===== src/dyn_threshold_defs.vh =====
// Constants for the dynamic threshold control block.
// Assumes it is included once per file by its bare name.
`ifndef DYN_THRESHOLD_DEFS_VH
`define DYN_THRESHOLD_DEFS_VH
`define OFF_CTRL1 12'h000
`define OFF_CTRL2 12'h004
`define OFF_OPPT_R1 12'h008
`define OFF_OPPT_LOC 12'h00c
`define OFF_OPPT_R2 12'h010
`define OFF_CFG 12'h014
`define OFF_STATUS 12'h018
`define OFF_TEMP_R1 12'h01c
`define OFF_TEMP_LOC 12'h020
`define OFF_TEMP_R2 12'h024
`define OFF_TMIN_R1 12'h028
`define OFF_TMIN_LOC 12'h02c
`define OFF_TMIN_R2 12'h030
`define OFF_CORE_LIMIT 12'h034
`define CTRL1_RESET 8'h00
`define CTRL2_RESET 8'h00
`define OPPT_RESET 8'h64
`define TMIN_RESET 8'h5a
`define CORE_LIMIT_RESET 8'h00
`define BIT_R2_MSB 0
`define BIT_GUARD 1
`define BIT_CAP_BASE 2
`define BIT_EN_BASE 5
`define BIT_LOCK 0
`define BIT_STANDBY 1
`define STAT_CORE_LOW 1
`define BASE_DEC_CYCLES 12'h008
`define DIV_DEFAULT 32'h017d7840
`endif


===== src/dyn_threshold_ctrl.v =====
// Dynamic threshold control register bank with its APB slave.
// Assumes temperatures and core reading come from the monitor on clk.
// How it works
// - Bit 0 is Remote 2 interval code MSB
// - Interval code sets cycles between adjustments
// - Guarded core-low on standby sets status bit 1
// - Core-low raises alert when enabled
// - Core-low stops processor-hot monitoring
// - Core-low suspends dynamic control, blocks shutdown
// - Core recovery restores suspended functions
// - Bit 2 captures Remote 1 on alarm
// - Bit 2 clear keeps Remote 1 point
// - Bit 3 captures local on alarm
// - Bit 3 clear keeps local point
// - Bit 4 captures Remote 2 on alarm
// - Bit 4 clear keeps Remote 2 point
// - Bits 5-7 enable per-channel dynamic control
// - Adjust threshold from temperature, point, limits
// - Disabled channel threshold stays untouched
// - Register resets to zero
// - Lock bit makes control and operating-point registers read-only to the bus
`timescale 1ns/1ns
`include "dyn_threshold_defs.vh"
module dyn_threshold_ctrl #(
   parameter CLK_PER_CYCLE = `DIV_DEFAULT,
   parameter [7:0] HIGH_MARGIN = 8'h05,
   parameter [7:0] LOW_MARGIN = 8'h05
) (
   input wire clk,
   input wire reset,
   input wire psel,
   input wire penable,
   input wire pwrite,
   input wire [11:0] paddr,
   input wire [31:0] pwdata,
   output reg [31:0] prdata,
   output reg pready,
   output reg pslverr,
   input wire thermal_alarm_pin_n,
   input wire processor_hot_input,
   input wire [7:0] core_voltage_input,
   input wire [7:0] temp_r1,
   input wire [7:0] temp_loc,
   input wire [7:0] temp_r2,
   input wire alert_en,
   input wire shutdown_req,
   output reg smbalert_n,
   output reg proc_hot_seen,
   output reg shutdown,
   output reg [2:0] dyn_active
);
   reg [7:0] ctrl1_r;
   reg [7:0] ctrl2_r;
   reg [7:0] oppt_r [0:2];
   reg [7:0] tmin_r [0:2];
   reg [7:0] core_limit_r;
   reg [1:0] cfg_r;
   reg [7:0] status_r;
   reg [31:0] div_r;
   reg tick_r;
   reg [7:0] core_r;
   reg core_low_r;
   reg hot_s1_r;
   reg hot_s2_r;
   reg [7:0] rd_nxt;
   reg err_nxt;
   wire alarm_rise;
   wire wr_en;
   wire guard_hit;
   wire [7:0] temp [0:2];
   wire [2:0] due;
   wire [2:0] code [0:2];
   genvar g;

   assign temp[0] = temp_r1;
   assign temp[1] = temp_loc;
   assign temp[2] = temp_r2;
   assign code[0] = ctrl2_r[2:0];
   assign code[1] = ctrl2_r[5:3];
   assign code[2] = {ctrl1_r[`BIT_R2_MSB], ctrl2_r[7:6]};
   // Writes land at the edge where the master samples pready high
   assign wr_en = psel & penable & pwrite & pready;
   assign guard_hit = ctrl1_r[`BIT_GUARD] & cfg_r[`BIT_STANDBY] & core_low_r;

   // Returns 1 when an offset names a register that the lock protects
   function is_lockable;
      input [11:0] a;
      begin
         is_lockable = (a == `OFF_CTRL1) || (a == `OFF_CTRL2) || (a == `OFF_OPPT_R1) ||
            (a == `OFF_OPPT_LOC) || (a == `OFF_OPPT_R2);
      end
   endfunction

   alarm_sync u_alarm (
      .clk(clk),
      .reset(reset),
      .din(~thermal_alarm_pin_n),
      .level(),
      .rise(alarm_rise)
   );

   // Monitoring cycle tick from the system clock
   always @(posedge clk) begin
      if (reset) begin
         div_r <= 32'h0;
         tick_r <= 1'b0;
      end else if (div_r >= CLK_PER_CYCLE - 1) begin
         div_r <= 32'h0;
         tick_r <= 1'b1;
      end else begin
         div_r <= div_r + 32'h1;
         tick_r <= 1'b0;
      end
   end

   // Core reading is registered once on clk; processor-hot input is resampled through two flops
   always @(posedge clk) begin
      if (reset) begin
         core_r <= 8'h00;
         core_low_r <= 1'b0;
         hot_s1_r <= 1'b0;
         hot_s2_r <= 1'b0;
      end else begin
         core_r <= core_voltage_input;
         core_low_r <= core_r < core_limit_r;
         hot_s1_r <= processor_hot_input;
         hot_s2_r <= hot_s1_r;
      end
   end

   // Control registers; bus writes and core-low status capture
   always @(posedge clk) begin
      if (reset) begin
         ctrl1_r <= `CTRL1_RESET;
         ctrl2_r <= `CTRL2_RESET;
         core_limit_r <= `CORE_LIMIT_RESET;
         cfg_r <= 2'b00;
         status_r <= 8'h00;
      end else begin
         if (wr_en && !(cfg_r[`BIT_LOCK] && is_lockable(paddr))) begin
            case (paddr)
               `OFF_CTRL1: ctrl1_r <= pwdata[7:0];
               `OFF_CTRL2: ctrl2_r <= pwdata[7:0];
               `OFF_CORE_LIMIT: core_limit_r <= pwdata[7:0];
               `OFF_CFG: cfg_r <= cfg_r | pwdata[1:0];
               default: ;
            endcase
         end
         // Write one to clear, but a live condition keeps the bit set
         if (wr_en && paddr == `OFF_STATUS)
            status_r <= status_r & ~pwdata[7:0];
         if (guard_hit)
            status_r[`STAT_CORE_LOW] <= 1'b1;
         if (wr_en && paddr == `OFF_CFG && !pwdata[`BIT_STANDBY])
            cfg_r[`BIT_STANDBY] <= 1'b0;
      end
   end

   generate
      for (g = 0; g < 3; g = g + 1) begin : chan
         wire run;
         wire [7:0] hi;
         wire [7:0] lo;
         localparam [31:0] OPPT_ADDR = `OFF_OPPT_R1 + 32'h4 * g;
         localparam [31:0] TMIN_ADDR = `OFF_TMIN_R1 + 32'h4 * g;
         assign run = ctrl1_r[`BIT_EN_BASE + g] & ~guard_hit;
         assign hi = oppt_r[g] + HIGH_MARGIN;
         assign lo = oppt_r[g] - LOW_MARGIN;
         cycle_timer u_timer (
            .clk(clk),
            .reset(reset),
            .tick(tick_r),
            .run(run),
            .code(code[g]),
            .rising(temp[g] < lo),
            .due(due[g])
         );
         always @(posedge clk) begin
            if (reset) begin
               oppt_r[g] <= `OPPT_RESET;
               tmin_r[g] <= `TMIN_RESET;
            end else begin
               if (alarm_rise && ctrl1_r[`BIT_CAP_BASE + g]) begin
                  oppt_r[g] <= temp[g];
               end else if (wr_en && !cfg_r[`BIT_LOCK] &&
                  paddr == OPPT_ADDR[11:0]) begin
                  oppt_r[g] <= pwdata[7:0];
               end
               if (wr_en && paddr == TMIN_ADDR[11:0]) begin
                  tmin_r[g] <= pwdata[7:0];
               end else if (run && due[g]) begin
                  // Above the point plus HIGH_MARGIN pull the start lower, below the point less LOW_MARGIN raise it
                  if (temp[g] > hi && tmin_r[g] != 8'h00)
                     tmin_r[g] <= tmin_r[g] - 8'h01;
                  else if (temp[g] < lo && tmin_r[g] != 8'hff)
                     tmin_r[g] <= tmin_r[g] + 8'h01;
               end
            end
         end
      end
   endgenerate

   // Read mux
   always @* begin
      rd_nxt = 8'h00;
      err_nxt = 1'b0;
      case (paddr)
         `OFF_CTRL1: rd_nxt = ctrl1_r;
         `OFF_CTRL2: rd_nxt = ctrl2_r;
         `OFF_OPPT_R1: rd_nxt = oppt_r[0];
         `OFF_OPPT_LOC: rd_nxt = oppt_r[1];
         `OFF_OPPT_R2: rd_nxt = oppt_r[2];
         `OFF_CFG: rd_nxt = {6'h00, cfg_r};
         `OFF_STATUS: rd_nxt = status_r;
         `OFF_TEMP_R1: rd_nxt = temp_r1;
         `OFF_TEMP_LOC: rd_nxt = temp_loc;
         `OFF_TEMP_R2: rd_nxt = temp_r2;
         `OFF_TMIN_R1: rd_nxt = tmin_r[0];
         `OFF_TMIN_LOC: rd_nxt = tmin_r[1];
         `OFF_TMIN_R2: rd_nxt = tmin_r[2];
         `OFF_CORE_LIMIT: rd_nxt = core_limit_r;
         default: err_nxt = 1'b1;
      endcase
   end

   // One wait state: pready rises the cycle after the access phase starts
   always @(posedge clk) begin
      if (reset) begin
         prdata <= 32'h0;
         pready <= 1'b0;
         pslverr <= 1'b0;
      end else if (psel && penable && !pready) begin
         pready <= 1'b1;
         pslverr <= err_nxt;
         prdata <= pwrite ? 32'h0 : {24'h0, rd_nxt};
      end else begin
         pready <= 1'b0;
         pslverr <= 1'b0;
      end
   end

   // Side effects of the core-low guard
   always @(posedge clk) begin
      if (reset) begin
         smbalert_n <= 1'b1;
         proc_hot_seen <= 1'b0;
         shutdown <= 1'b0;
         dyn_active <= 3'b000;
      end else begin
         smbalert_n <= ~(status_r[`STAT_CORE_LOW] & alert_en);
         proc_hot_seen <= hot_s2_r & ~guard_hit;
         shutdown <= shutdown_req & ~guard_hit;
         dyn_active <= ctrl1_r[7:5] & {3{~guard_hit}};
      end
   end
endmodule // dyn_threshold_ctrl


===== src/cycle_timer.v =====
// Per-channel adjustment timer counting monitoring cycles.
// Assumes a one-cycle tick per monitoring cycle on the same clock.
`timescale 1ns/1ns
`include "dyn_threshold_defs.vh"
module cycle_timer #(
   parameter W = 12
) (
   input wire clk,
   input wire reset,
   input wire tick,
   input wire run,
   input wire [2:0] code,
   input wire rising,
   output reg due
);
   reg [W-1:0] cnt_r;
   wire [W-1:0] limit;
   // Raising the threshold waits twice as long as lowering it
   assign limit = (`BASE_DEC_CYCLES << code) << rising;
   always @(posedge clk) begin
      if (reset || !run) begin
         cnt_r <= {W{1'b0}};
         due <= 1'b0;
      end else begin
         due <= 1'b0;
         if (tick) begin
            if (cnt_r + 1'b1 >= limit) begin
               cnt_r <= {W{1'b0}};
               due <= 1'b1;
            end else begin
               cnt_r <= cnt_r + 1'b1;
            end
         end
      end
   end
endmodule // cycle_timer


===== src/alarm_sync.v =====
// Two-stage synchroniser with rising-edge detect.
// Assumes the input is asynchronous to clk.
`timescale 1ns/1ns
module alarm_sync (
   input wire clk,
   input wire reset,
   input wire din,
   output reg level,
   output reg rise
);
   reg s1_r;
   reg last_r;
   // Edge is taken from the second flop only, never from the metastable first
   always @(posedge clk) begin
      if (reset) begin
         s1_r <= 1'b0;
         level <= 1'b0;
         last_r <= 1'b0;
         rise <= 1'b0;
      end else begin
         s1_r <= din;
         level <= s1_r;
         last_r <= level;
         rise <= level & ~last_r;
      end
   end
endmodule // alarm_sync


===== config.mk =====
export PLATFORM = sky130hd
export DESIGN_NAME = dyn_threshold_ctrl
export DESIGN_NICKNAME = d
export VERILOG_FILES = /design/src/dyn_threshold_ctrl.v /design/src/cycle_timer.v /design/src/alarm_sync.v
export VERILOG_INCLUDE_DIRS = /design/src
export SDC_FILE = /design/constraint.sdc
export NUM_CORES = 1
export LEC_CHECK = 0
export ABC_AREA = 1
export BUFFER_PORTS_ARGS = -buffer_cell sky130_fd_sc_hd__buf_2
export CAP_MARGIN = 20
export CORE_MARGIN = 2
export CORE_UTILIZATION = 35
export CTS_CLUSTER_SIZE = 8
export DETAILED_ROUTE_END_ITERATION = 16
export REMOVE_ABC_BUFFERS = 1
export SYNTH_ARGS = -nofsm -noshare
export SYNTH_HDL_FRONTEND = slang
export SYNTH_HIERARCHICAL = 1
export SYNTH_SLANG_ARGS = --single-unit

===== constraint.sdc =====
create_clock -name clk -period 3.7 [get_ports clk]
set_input_delay 0 -clock clk [delete_from_list [all_inputs] [get_ports clk]]
set_output_delay 0 -clock clk [all_outputs]
set_load 0.02 [all_outputs]

Word-level counts from Yosys, hierarchy flattened

Memory sizes are Yosys's and may differ from the RTL's.
Cells that the tools add are included.

Bits in registers: 161
Latch bits: 0
Bits in writable memories: 48
Memory bits (read-only): 0
Input port bits: 85
Output and inout port bits: 40
Word-level logic and storage cells: 267
Memories kept: 2

Memory list:

| memory | depth | bits a word | read ports | clocked after memory_dff | wr ports | line                    | RTL |
|---|---|---|---|---|---|---|---|
| oppt_r | 3     | 8           | 3          | 0                        | 3        | dyn_threshold_ctrl.v:54 | `reg [7:0] oppt_r [0:2];` |
| tmin_r | 3     | 8           | 3          | 0                        | 3        | dyn_threshold_ctrl.v:55 | `reg [7:0] tmin_r [0:2];` |

$add $sub $neg: 16
Multiply operators: 0
Divide/modulo/power cells: 0
$lt $le $gt $ge: 11
Equal/unequal tests: 16
Shift-type cells: 6
Multiplexer cells: 93
Bitwise operators: 37
Reductions and logical operators: 56

Operators with widths:

| cell                                                                     | number |
|---|---|
| 8-bit two-way mux                                                        | 16 |
| 8-bit case mux with 14 select lines                                      | 1 |
| 12-bit by 6-bit equality test with 1-bit output (second input constant)  | 6 |
| 1-bit two-way mux                                                        | 72 |
| 12-bit by 5-bit equality test with 1-bit output (second input constant)  | 4 |
| 12-bit by 1-bit adder with 12-bit output (second input constant)         | 3 |
| 12-bit >= comparator                                                     | 3 |
| 12-bit two-way mux                                                       | 3 |
| 12-bit by 1-bit << shifter with 12-bit output                            | 3 |
| 4-bit by 3-bit << shifter with 12-bit output (first input constant)      | 3 |
| 32-bit by 1-bit adder with 32-bit output (second input constant)         | 1 |
| 32-bit by 25-bit >= comparator with 1-bit output (second input constant) | 1 |
| 8-bit less-than comparator                                               | 4 |
| 1-bit logical AND                                                        | 26 |
| 8-bit by 1-bit adder with 8-bit output (second input constant)           | 3 |
| 8-bit by 3-bit adder with 8-bit output (second input constant)           | 3 |
| 12-bit by 4-bit equality test with 1-bit output (second input constant)  | 2 |
| 8-bit greater-than comparator                                            | 3 |
| 8-bit inequality test (second input constant)                            | 3 |
| 8-bit nonzero test                                                       | 3 |
| 8-bit by 1-bit subtractor with 8-bit output (second input constant)      | 3 |
| 8-bit by 3-bit subtractor with 8-bit output (second input constant)      | 3 |
| 1-bit OR                                                                 | 15 |
| 14-bit OR reduction                                                      | 1 |
| other kinds (14)                                                         | 50 |

Logic depth before layout (Yosys ltp)

Gate-level depths: netlist (run 1).

Word-level depth: 11
Mapped depth: 25
Gate-level depth less buffers: 23

Modules after synthesis

Netlist (run 1), hierarchy kept.

By module, submodules not included:

| module             | times used | cells an instance | area an instance (um2) | seq. area each (um2) |
|---|---|---|---|---|
| dyn_threshold_ctrl | 1          | 1446              | 10110.9                | 3323.2 |
| cycle_timer        | 3          | 182               | 1266.2                 | 260.2 |
| alarm_sync         | 1          | 12                | 115.1                  | 80.1 |

Worst setup path before layout (run 1)

Ideal clock, no wire load.

Path kind: flip-flop to flip-flop
Start point: mem oppt_r[2][1]
End point: reg chan[2].u_timer.cnt_r[4]
Setup time: 0.142 ns
Arrival: 3.523 ns
Setup slack: 0.035 ns
Cell stages (with the launch flop): 24
Clock period less this slack: 3.665 ns
Cell sequence: edfxtp_1 > o21ai_0 > nand3_1 > nor3_1 > xor2_1 > inv_1 > ha_1 > nand2_1 > or2_2 > nand2_1 > a31oi_1 > clkbuf_1 > inv_1 > o21ai_0 > o21ai_0 > ha_1 > nand2_1 > nor2_1 > inv_1 > a21oi_2 > nor2_4 > buf_6 > nand3_2 > a21oi_2

RTL lines:

| what                 | line                    | RTL |
|---|---|---|
| from (decl)          | dyn_threshold_ctrl.v:54 |  |
| to (signal assigned) | cycle_timer.v:22        | `cnt_r <= {W{1'b0}};` |
| to (signal assigned) | cycle_timer.v:28        | `cnt_r <= {W{1'b0}};` |
| to (signal assigned) | cycle_timer.v:31        | `cnt_r <= cnt_r + 1'b1;` |
| to (decl)            | cycle_timer.v:16        | `reg [W-1:0] cnt_r;` |

==> results, run 1 <==
- The run finished with clean final reports.
- The max capacitance violation total is 0.
- The initial antenna violation count is 0.
- The number of DRC violations after detailed-routing iteration 0 is 936.
- After clock tree synthesis, the clock-pin slew on the worst setup and hold paths is 0.07 ns.
- After Yosys synthesis, and, or, nand and nor cells account for 36.5% of the synthesized area.
- The post-synthesis to final-layout area growth is 16.3%.
- Routability-driven placement finished with a final weighted congestion of 0.942.
- The net count of the finished layout is 2,318.
- The mux share of post-synthesis cell area is 0%.
- Setup violations remaining at the end of the flow were counted as 0.
- The area occupied by multi-input gates is 0.00870 mm2.
- Once detail routing completed, the nets flagged for antenna violations numbered 0.
- The synthesized netlist contains 45 unique library cells.
- The routed metal-1 wire length is 19,000 um.
- TritonCTS built the clock tree.
- Entering global routing, the biggest net connects 53 pins.
- The total count of max-transition violations in the final report is 0.
- Leaving out fill and tap cells, the most frequent cells in the layout are 413 x sky130_fd_sc_hd__nand2_1, 222 x sky130_fd_sc_hd__inv_1, 213 x sky130_fd_sc_hd__nand3_1.
- Summing all flip-flop and latch instances after layout gives 0.00419 mm2.
- The commonest non-fill, non-tap cell in the layout is sky130_fd_sc_hd__nand2_1.
- Before CTS, the worst setup slack after placement is 0.000685 ns.
- In this run the count of I/O pins placed on the die edge is 125.
- The count of final hold-check violations is 0.
- Dividing the detail-routed via count by the number of cells gives 5.03.
- The top routing layer in use is met4.
- The instance count of the mapped netlist is 2,004.
- In this run the standard cell core region covers 0.0396 mm2.
- Across the VDD grid, the largest voltage drop is 0.324 mV.
- Global routing used 19.6% of the available tracks across all layers.
- For this run, the detailed router's first-pass iteration total came to 6.
- The first global-routing pass estimated 64,300 um of wire.
- The shortest period the worst path allows is 3.51 ns.
- The floorplan die area is 0.0417 mm2.
- The worst-margin pin slew is 1.01 ns.
- Counting along the longest clock path gives a buffer depth of 2.
- After detailed routing, the total wire length is 41,300 um.
- The power density over cell area is 281 mW/mm2.
- STA classifies the critical path startpoint as a flop.
- In this run the vertical extent of the chip is 204 um.
- With fillers left out, the area of the finished cells amounts to 0.0163 mm2.
- The area fraction in compound gates after synthesis is 9.14%.
- The routed length per instance is 15.5 um.
- After Yosys synthesis, XOR and XNOR cells account for 5.53% of the synthesized area.
- Detailed routing placed a total of 19,000 um of wire on met2.
- For this design, the sink count on the clock tree is 185.
- The effective utilization at floorplan is 35.4%.
- In this run the number of H-tree levels came out at 4.
- The length of routed met3 wiring is 2240 um.
- Of the total synthesized cell area, the portion taken by full adders, half adders and majority gates is 8.74%.
- The worst-case headroom to the max-slew limit is 32.6%.
- The number of global-route vias before repair is 12,300.
- The number of warning messages in the yosys log is 6.
- The critical path data arrival time is 3.88 ns.
- The total negative setup slack is 0 ns.
- In this run the worst hold path is classified as in2reg.
- By area, the combinational part of the netlist is dominated by simple AND/OR/NAND/NOR gates.
- The filler cells instantiated in the layout total 4,137.
- A synthesized cell averages 7.00 um2.
- Counting flops and latches in the post-synthesis netlist gives 185.
- The startpoint-to-endpoint class of the critical path is reg2reg.
- The portion of the post-synthesis area used by sequential elements is 29.8%.
- The leakage power figure is 7.05 nW.
- Detailed placement ended at an HPWL of 31,300 um.
- The critical path data required time is 4.07 ns.
- In the finished design, the share of the clock period the worst path needs comes to 94.8%.
- The count of buffers inserted at the top-level ports is 76.
- For this run, design rule violations remaining after detail routing come to 0.
- The highest attainable clock frequency is 285 MHz.
- Summing every instance area after synthesis gives 0.0140 mm2.
- The maximum clock skew at final layout is 0.0142 ns.
- The floorplan has 73 rows.
- The placed instance area is 0.0150 mm2.
- The worst setup path is captured at a flop.
- Measured along the x axis, the die boundary spans 204 um.
- Once routing completed, OpenROAD measured the worst setup slack at 0.192 ns.
- The clock reaches the later pin of the worst-skew pair after 0.46 ns.
- Summed over all layers, the global routing overflow is 0.
- Of the cells placed in the final design, the portion with a size suffix greater than 1 is 16.6%.
- Clock tree synthesis inserted a total of 17 buffers.
- In this run the clock root is driven by a sky130_fd_sc_hd__clkbuf_16.
- Summing internal, switching and leakage power gives 4.59 mW.
- The top fanout value on the critical path is 7.
- The via count is 13,500.
-- worst max-delay path, stage by stage, from the launching register on --
cell	delay, ns
sky130_fd_sc_hd__edfxtp_1	0.39
sky130_fd_sc_hd__inv_1	0.08
sky130_fd_sc_hd__ha_2	0.18
sky130_fd_sc_hd__or2_4	0.26
sky130_fd_sc_hd__nand2_4	0.07
sky130_fd_sc_hd__nor3_2	0.04
sky130_fd_sc_hd__xnor2_1	0.14
sky130_fd_sc_hd__ha_1	0.27
sky130_fd_sc_hd__nand2_1	0.06
sky130_fd_sc_hd__nor2_1	0.09
sky130_fd_sc_hd__nand2_1	0.10
sky130_fd_sc_hd__nand2_4	0.14
sky130_fd_sc_hd__inv_4	0.06
sky130_fd_sc_hd__buf_4	0.15
sky130_fd_sc_hd__nand2_1	0.06
sky130_fd_sc_hd__o21ai_0	0.09
sky130_fd_sc_hd__ha_1	0.31
sky130_fd_sc_hd__nand2_1	0.07
sky130_fd_sc_hd__nand2_1	0.06
sky130_fd_sc_hd__a21oi_2	0.15
sky130_fd_sc_hd__nand2_2	0.07
sky130_fd_sc_hd__nor2_4	0.18
sky130_fd_sc_hd__buf_12	0.15
sky130_fd_sc_hd__nand3_2	0.07
sky130_fd_sc_hd__a21oi_2	0.18
-- Yosys cell counts (all sizes together) --
cell type	number	area share [%]
edfxtp	48	10
dfxtp	137	20
conb	1	0.027
inv	245	6.6
xnor2	19	1.3
nor2	228	7.1
clkinv	2	0.054
nor3b	4	0.25
nand2	440	12
o22ai	8	0.36
xor2	67	4.2
nor3	77	2.9
or2	13	0.58
nand3	254	11
ha	98	8.7
o21a	2	0.11
a21o	2	0.11
clkbuf	35	0.94
and3	2	0.089
o211a	7	0.50
a31oi	1	0.045
a21oi	104	4.5
or3	1	0.045
nor4	7	0.31
nand4	56	2.5
buf	50	2.7
o21ai	96	3.5
-- kinds of logic (layout without fill, tap and decap cells) --
group	count (synthesis)	after routing
other	1	32
and+or+nand+nor	1082	1082
xor gates and xnor gates	86	86
adders and majority gates	98	98
AOI/OAI and AO/OA	220	220
DFF	185	185
buffers and inverters	332	446
-- per-stage QoR --
step	hold slack [ns]	instances	util, %
floorplan	0.0691	1949	-
global placement	0.200	2594	37.9
global route	0.0129	2673	41.1
CTS	0.000415	2664	40.4
detailed placement	0.208	2594	37.9
finish	0.0262	2674	41.1
-- layer usage --
| layer | vias to the layer above | GRT usage [%] |
|---|---|---|
| met5 | - | 0 |
| met4 | 0 | 6.68 |
| met3 | 58 | 2.73 |
| met2 | 393 | 32.0 |
| met1 | 6185 | 26.5 |
| li1 | 6827 | - |
-- where the power goes --
part | leakage [nW] | switching [mW] | internal, mW
clock network | 0.295 | 0.940 | 0.943
registers | 1.54 | 0.0258 | 2.09
logic | 5.22 | 0.369 | 0.216
total | 7.05 | 1.33 | 3.25
-- path summary, 6_finish.rpt --
| path | depth (start not counted) | end | slack (ns) | startpoint |
|---|---|---|---|---|
| max reg2reg | 24 | chan[0].u_timer/cnt_r[7] | 0.19 | oppt_r[0][1] |
| min | 3 | oppt_r[1][2] | 0.03 | temp_loc[2] |
| max | 24 | chan[0].u_timer/cnt_r[7] | 0.19 | oppt_r[0][1] |
| min reg2reg | 2 | u_alarm/level | 0.40 | u_alarm/s1_r |
-- timing repair --
item	4_1_cts	5_1_grt
gates resized for setup	3	61
hold buffers	38	0
setup endpoints to repair	9	47
gates cloned	0	2
pin swaps	0	19
buffers inserted	0	7
hold endpoints to repair	61	0
-- sequential cells by signal, indices dropped and copies added (netlist names), 2 cells and up --
name,cells
core_limit_r,8
ctrl2_r,8
chan.u_timer/due,3
tmin_r,24
ctrl1_r,8
div_r,32
dyn_active,3
status_r,8
oppt_r,24
prdata,8
core_r,8
chan.u_timer/cnt_r,36
cfg_r,2
-- final cells by class --
class	instances	area share (%)
Sequential cell	185	25.7
Clock inverter	14	0.913
Clock buffer	18	2.76
Inverter	247	5.72
Timing Repair Buffer	167	7.55
Antenna cell	1	0.0153
Multi-Input combinational cell	1517	53.3
Tap cell	525	4.03
No activity file was read; power rests on OpenSTA's default activity.
==> inputs of run 2 (changes only) <==
--- a/config.mk
+++ b/config.mk
@@ -6,13 +6,14 @@
 export SDC_FILE = /design/constraint.sdc
 export NUM_CORES = 1
 export LEC_CHECK = 0
-export ABC_AREA = 1
+export ABC_AREA = 0
 export BUFFER_PORTS_ARGS = -buffer_cell sky130_fd_sc_hd__buf_2
 export CAP_MARGIN = 20
 export CORE_MARGIN = 2
 export CORE_UTILIZATION = 35
 export CTS_CLUSTER_SIZE = 8
 export DETAILED_ROUTE_END_ITERATION = 16
+export GPL_ROUTABILITY_DRIVEN = 0
 export REMOVE_ABC_BUFFERS = 1
 export SYNTH_ARGS = -nofsm -noshare
 export SYNTH_HDL_FRONTEND = slang
==> results, run 2 <==
- The maximum clock path buffer count is 2.
- For this design the ratio of total power to cell area is 296 mW/mm2.
- The signal on the critical path passes through inv_2 > ha_4 > inv_2 > a2111oi_4 > xnor2_1 > ha_1 > o2111ai_2 > a21oi_2 > nor2b_4 > buf_8 > buf_6 > nor4b_2 > a31oi_1 > ha_1 > a41oi_2 > a311oi_2 > nor3_4 > buf_12 > nand4b_1 > a31oi_1.
- The number of flops mapped to enable cells by yosys is 48.
- The total detailed-routing wirelength is 38,600 um.
- sky130_fd_sc_hd__dfxtp_1 takes more of the synthesized area than any other cell.
- TritonCTS built the clock tree.
- The element type at the critical path end is a flop.
- Dividing the synthesized area by the synthesized cell count gives 8.86 um2.
- At the later pin of the worst-skew pair, clock insertion delay measures 0.44 ns.
- The library cells used most frequently in the layout, excluding fill and tap cells, are 136 x sky130_fd_sc_hd__dfxtp_1, 123 x sky130_fd_sc_hd__nor2_1, 100 x sky130_fd_sc_hd__nand2_1.
- The number of DRC violations after detailed-routing iteration 0 is 969.
- The final antenna-violating net count is 0.
- The critical path data arrival time is 4.26 ns.
- The startpoint class of the critical path is a flop.
- In this run the clock root is driven by a sky130_fd_sc_hd__clkbuf_16.
- The most critical setup path has its endpoint at chan[2].u_timer/cnt_r[7].
- The number of global-route vias before repair is 10,800.
- The via count is 11,600.
- The maximum clock skew at final layout is 0.00948 ns.
- For this run, the share of the core covered by cells in the final layout is 43.3%.
- The fraction of the cycle the final worst path needs is 105%.
- On the critical path, the stage with the largest delay is an instance of sky130_fd_sc_hd__edfxtp_1.
- The critical path data required time is 4.06 ns.
- Setup repair after global routing could not meet its margin everywhere.
- The flop-to-flop setup slack is -0.20 ns.
- Input and output buffers added on the ports amount to 76.
- The design draws 4.71 mW.
- The total count of max-transition violations in the final report is 0.
- The floorplan die area is 0.0390 mm2.
- The initial antenna violation count is 2.
- The worst reg2reg path endpoint is chan[2].u_timer/cnt_r[7].
- Measured along the x axis, the die boundary spans 197 um.
- The HPWL after detailed placement is 28,200 um.
- The start of the worst register-to-register path is oppt_r[2][0].
- The number of sinks driven by the clock tree is 185.
- The total CTS buffers is 17.
- For this run, the total global-route usage over all layers was measured as 19.6%.
- Entering global routing, the biggest net connects 73 pins.
- The y dimension of the die is 197 um.
- Setup violations remaining at the end of the flow were counted as 33.
- Once the floorplan was initialized, standard cells occupied 35.7% of the core.
- The max capacitance violation total is 0.
- The finished layout cell area is 0.0159 mm2.
- The placeable core region is 0.0367 mm2.
- Yosys instantiated no cell more often than sky130_fd_sc_hd__dfxtp_1.
- The first global-routing pass estimated 59,700 um of wire.
- Counting flops with an async set or reset pin after synthesis yields a share of 0%.
- By count the netlist is led by 137 x sky130_fd_sc_hd__dfxtp_1, 126 x sky130_fd_sc_hd__nor2_1, 108 x sky130_fd_sc_hd__nand2_1.
- The tightest min-delay check is of the in2reg type.
- Sorting the synthesized cells by area gives the leading types as sky130_fd_sc_hd__dfxtp_1 21%, sky130_fd_sc_hd__edfxtp_1 11%, sky130_fd_sc_hd__ha_1 9.4%.
- The flow ran to the end, but the final reports show violations.
- The worst-margin pin slew is 1.08 ns.
- The register with the most flip-flops in the layout has 36 of them.
- The maximum single-stage delay on the critical path is 0.42 ns.
- Cells with a size suffix above 1 make up 22.1% of the layout.
- The number of nets at the end of the flow is 1,807.
- Counting distinct cell types in the post-synthesis netlist gives 92.
- The checks that failed: setup timing.
- The count of final hold-check violations is 0.
- The startpoint-to-endpoint class of the critical path is reg2reg.
- Across the VDD grid, the largest voltage drop is 0.307 mV.
- Of all nets on the critical path, the largest fanout is 8.
- The netlist area before placement is 0.0131 mm2.
- The first detailed-routing pass took 5 iterations.
- The number of warning messages in the yosys log is 6.
- The sequential standard cell area is 0.00419 mm2.
- The share of the Yosys chip area taken by registers is 32.0%.
- Fill cells in the final layout number 3,596.
- The critical path starts at oppt_r[2][0].
- After technology mapping, the gate count stands at 1,478.
- After clock tree synthesis, the clock-pin slew on the worst setup and hold paths is 0.07 ns.
- After detailed routing, the average wire length per cell comes to 18.3 um.
- In the post-route analysis, the smallest setup slack over all paths is -0.203 ns.
- The remaining global-route overflow is 0.
- The placed instance area is 0.0142 mm2.
- The H-tree level count is 4.
- The average vias per placed instance is 5.52.
- Pin placement for this block handled 125 I/O pins.
- The site row count is 70.
- The synthesized flop and latch total is 185.
- After detailed routing, the number of remaining DRC violations is 0.
- The proportion of netlist area held by the largest area contributor is 20.9%.
- The largest registers in the layout are chan.u_timer/cnt_r (36), div_r (32).
- The most instantiated flip-flop cell in the synthesis netlist is sky130_fd_sc_hd__dfxtp_1.
- The commonest non-fill, non-tap cell in the layout is sky130_fd_sc_hd__dfxtp_1.
- The worst register-to-register path has a depth of 20.
- The multi-input combinational cells in the finished layout cover a total of 0.00876 mm2.
- From synthesis to final layout, the design area changed by 21.4%.
- In this run the tightest slew margin relative to its limit is 27.0%.
- The top register by number of flip-flops is chan.u_timer/cnt_r.
- In this run the static leakage power is 6.07 nW.
- The worst path in the final design needs a cycle of 3.90 ns, including I/O delays and setup.
- The highest attainable clock frequency is 256 MHz.
-- run 2: cell count changes after synthesis, sizes merged, moves of 42 or more --
cell,previous run,this run
o21ai,96,37
nand3,254,99
inv,245,44
nand2b,0,42
nor2,228,127
nand2,440,108
-- run 2: cell type report --
| class | count | share of cell area (%) |
|---|---|---|
| antenna | 2 | 0.0315 |
| clock buffer | 19 | 2.92 |
| clock inverter | 13 | 0.937 |
| inverter | 44 | 1.04 |
| multi-input combinational | 1170 | 55.2 |
| sequential | 185 | 26.3 |
| tap | 468 | 3.69 |
| timing repair buffer | 206 | 9.89 |
-- run 2: critical path, delay by kind of cell, from the launching register on --
kind | cells | cell delay [ns]
compound gates | 7 | 1.16
xor+xnor | 1 | 0.11
fa+ha+maj | 3 | 0.81
buf+inv | 5 | 0.60
simple gates | 4 | 0.74
flops | 1 | 0.42
-- run 2: stage by stage --
stage	hold WS [ns]	instances	TNS (ns)	worst slack, ns
2_1_floorplan	0.0691	1399	-6.96	-0.345
3_3_place_gp	0.193	2019	-7.10	-0.259
3_5_place_dp	0.202	2019	-10.64	-0.389
4_1_cts	0.00637	2096	-3.27	-0.195
5_1_grt	0.00930	2106	-12.40	-0.452
6_report	0.0181	2107	-4.14	-0.203
-- run 2: worst min path at each step --
stage                     start           end  depth (start not counted)
detailed placement     alert_en    smbalert_n                          2
global placement       alert_en    smbalert_n                          2
CTS                 temp_loc[6]  oppt_r[1][6]                          3
floorplan                 reset     prdata[4]                          1
finish                pwdata[0]   status_r[0]                          2
global route          pwdata[5]   status_r[5]                          2
-- run 2: power by group --
part           total [mW]  switching [mW]  internal [mW]
sequential           2.13          0.0291           2.10
clock                1.93           0.860           1.07
combinational       0.647           0.369          0.278
-- run 2: cells by family after synthesis --
| family | synth area share [%] |
|---|---|
| other | 0.0286 |
| XOR/XNOR | 7.97 |
| multiplexers | 4.76 |
| AND/OR/NAND/NOR | 26.0 |
| buffers and inverters | 5.65 |
| AO/OA/AOI/OAI | 14.2 |
| adder cells (fa/ha/maj) | 9.37 |
| flip-flops | 32.0 |
-- run 2: routing by layer --
layer  vias up  part of all wire [%]  track usage [%]  wire length, um
li1       5604                     -                -                -
met3        81                   6.8             4.37             2620
met4         0                   2.6             6.18              995
met1      5554                    44             25.6            17000
met2       399                    47             32.0            18000
met5         -                     0                0                0
-- run 2: timing repair --
item / 4_1_cts / 5_1_grt
setup endpoints to repair: 39 / 39
resized for setup: 71 / 46
setup buffers: 6 / 6
gates cloned: 1 / 1
hold buffers: 39 / 0
hold endpoints to repair: 43 / 0
pin swaps: 58 / 44
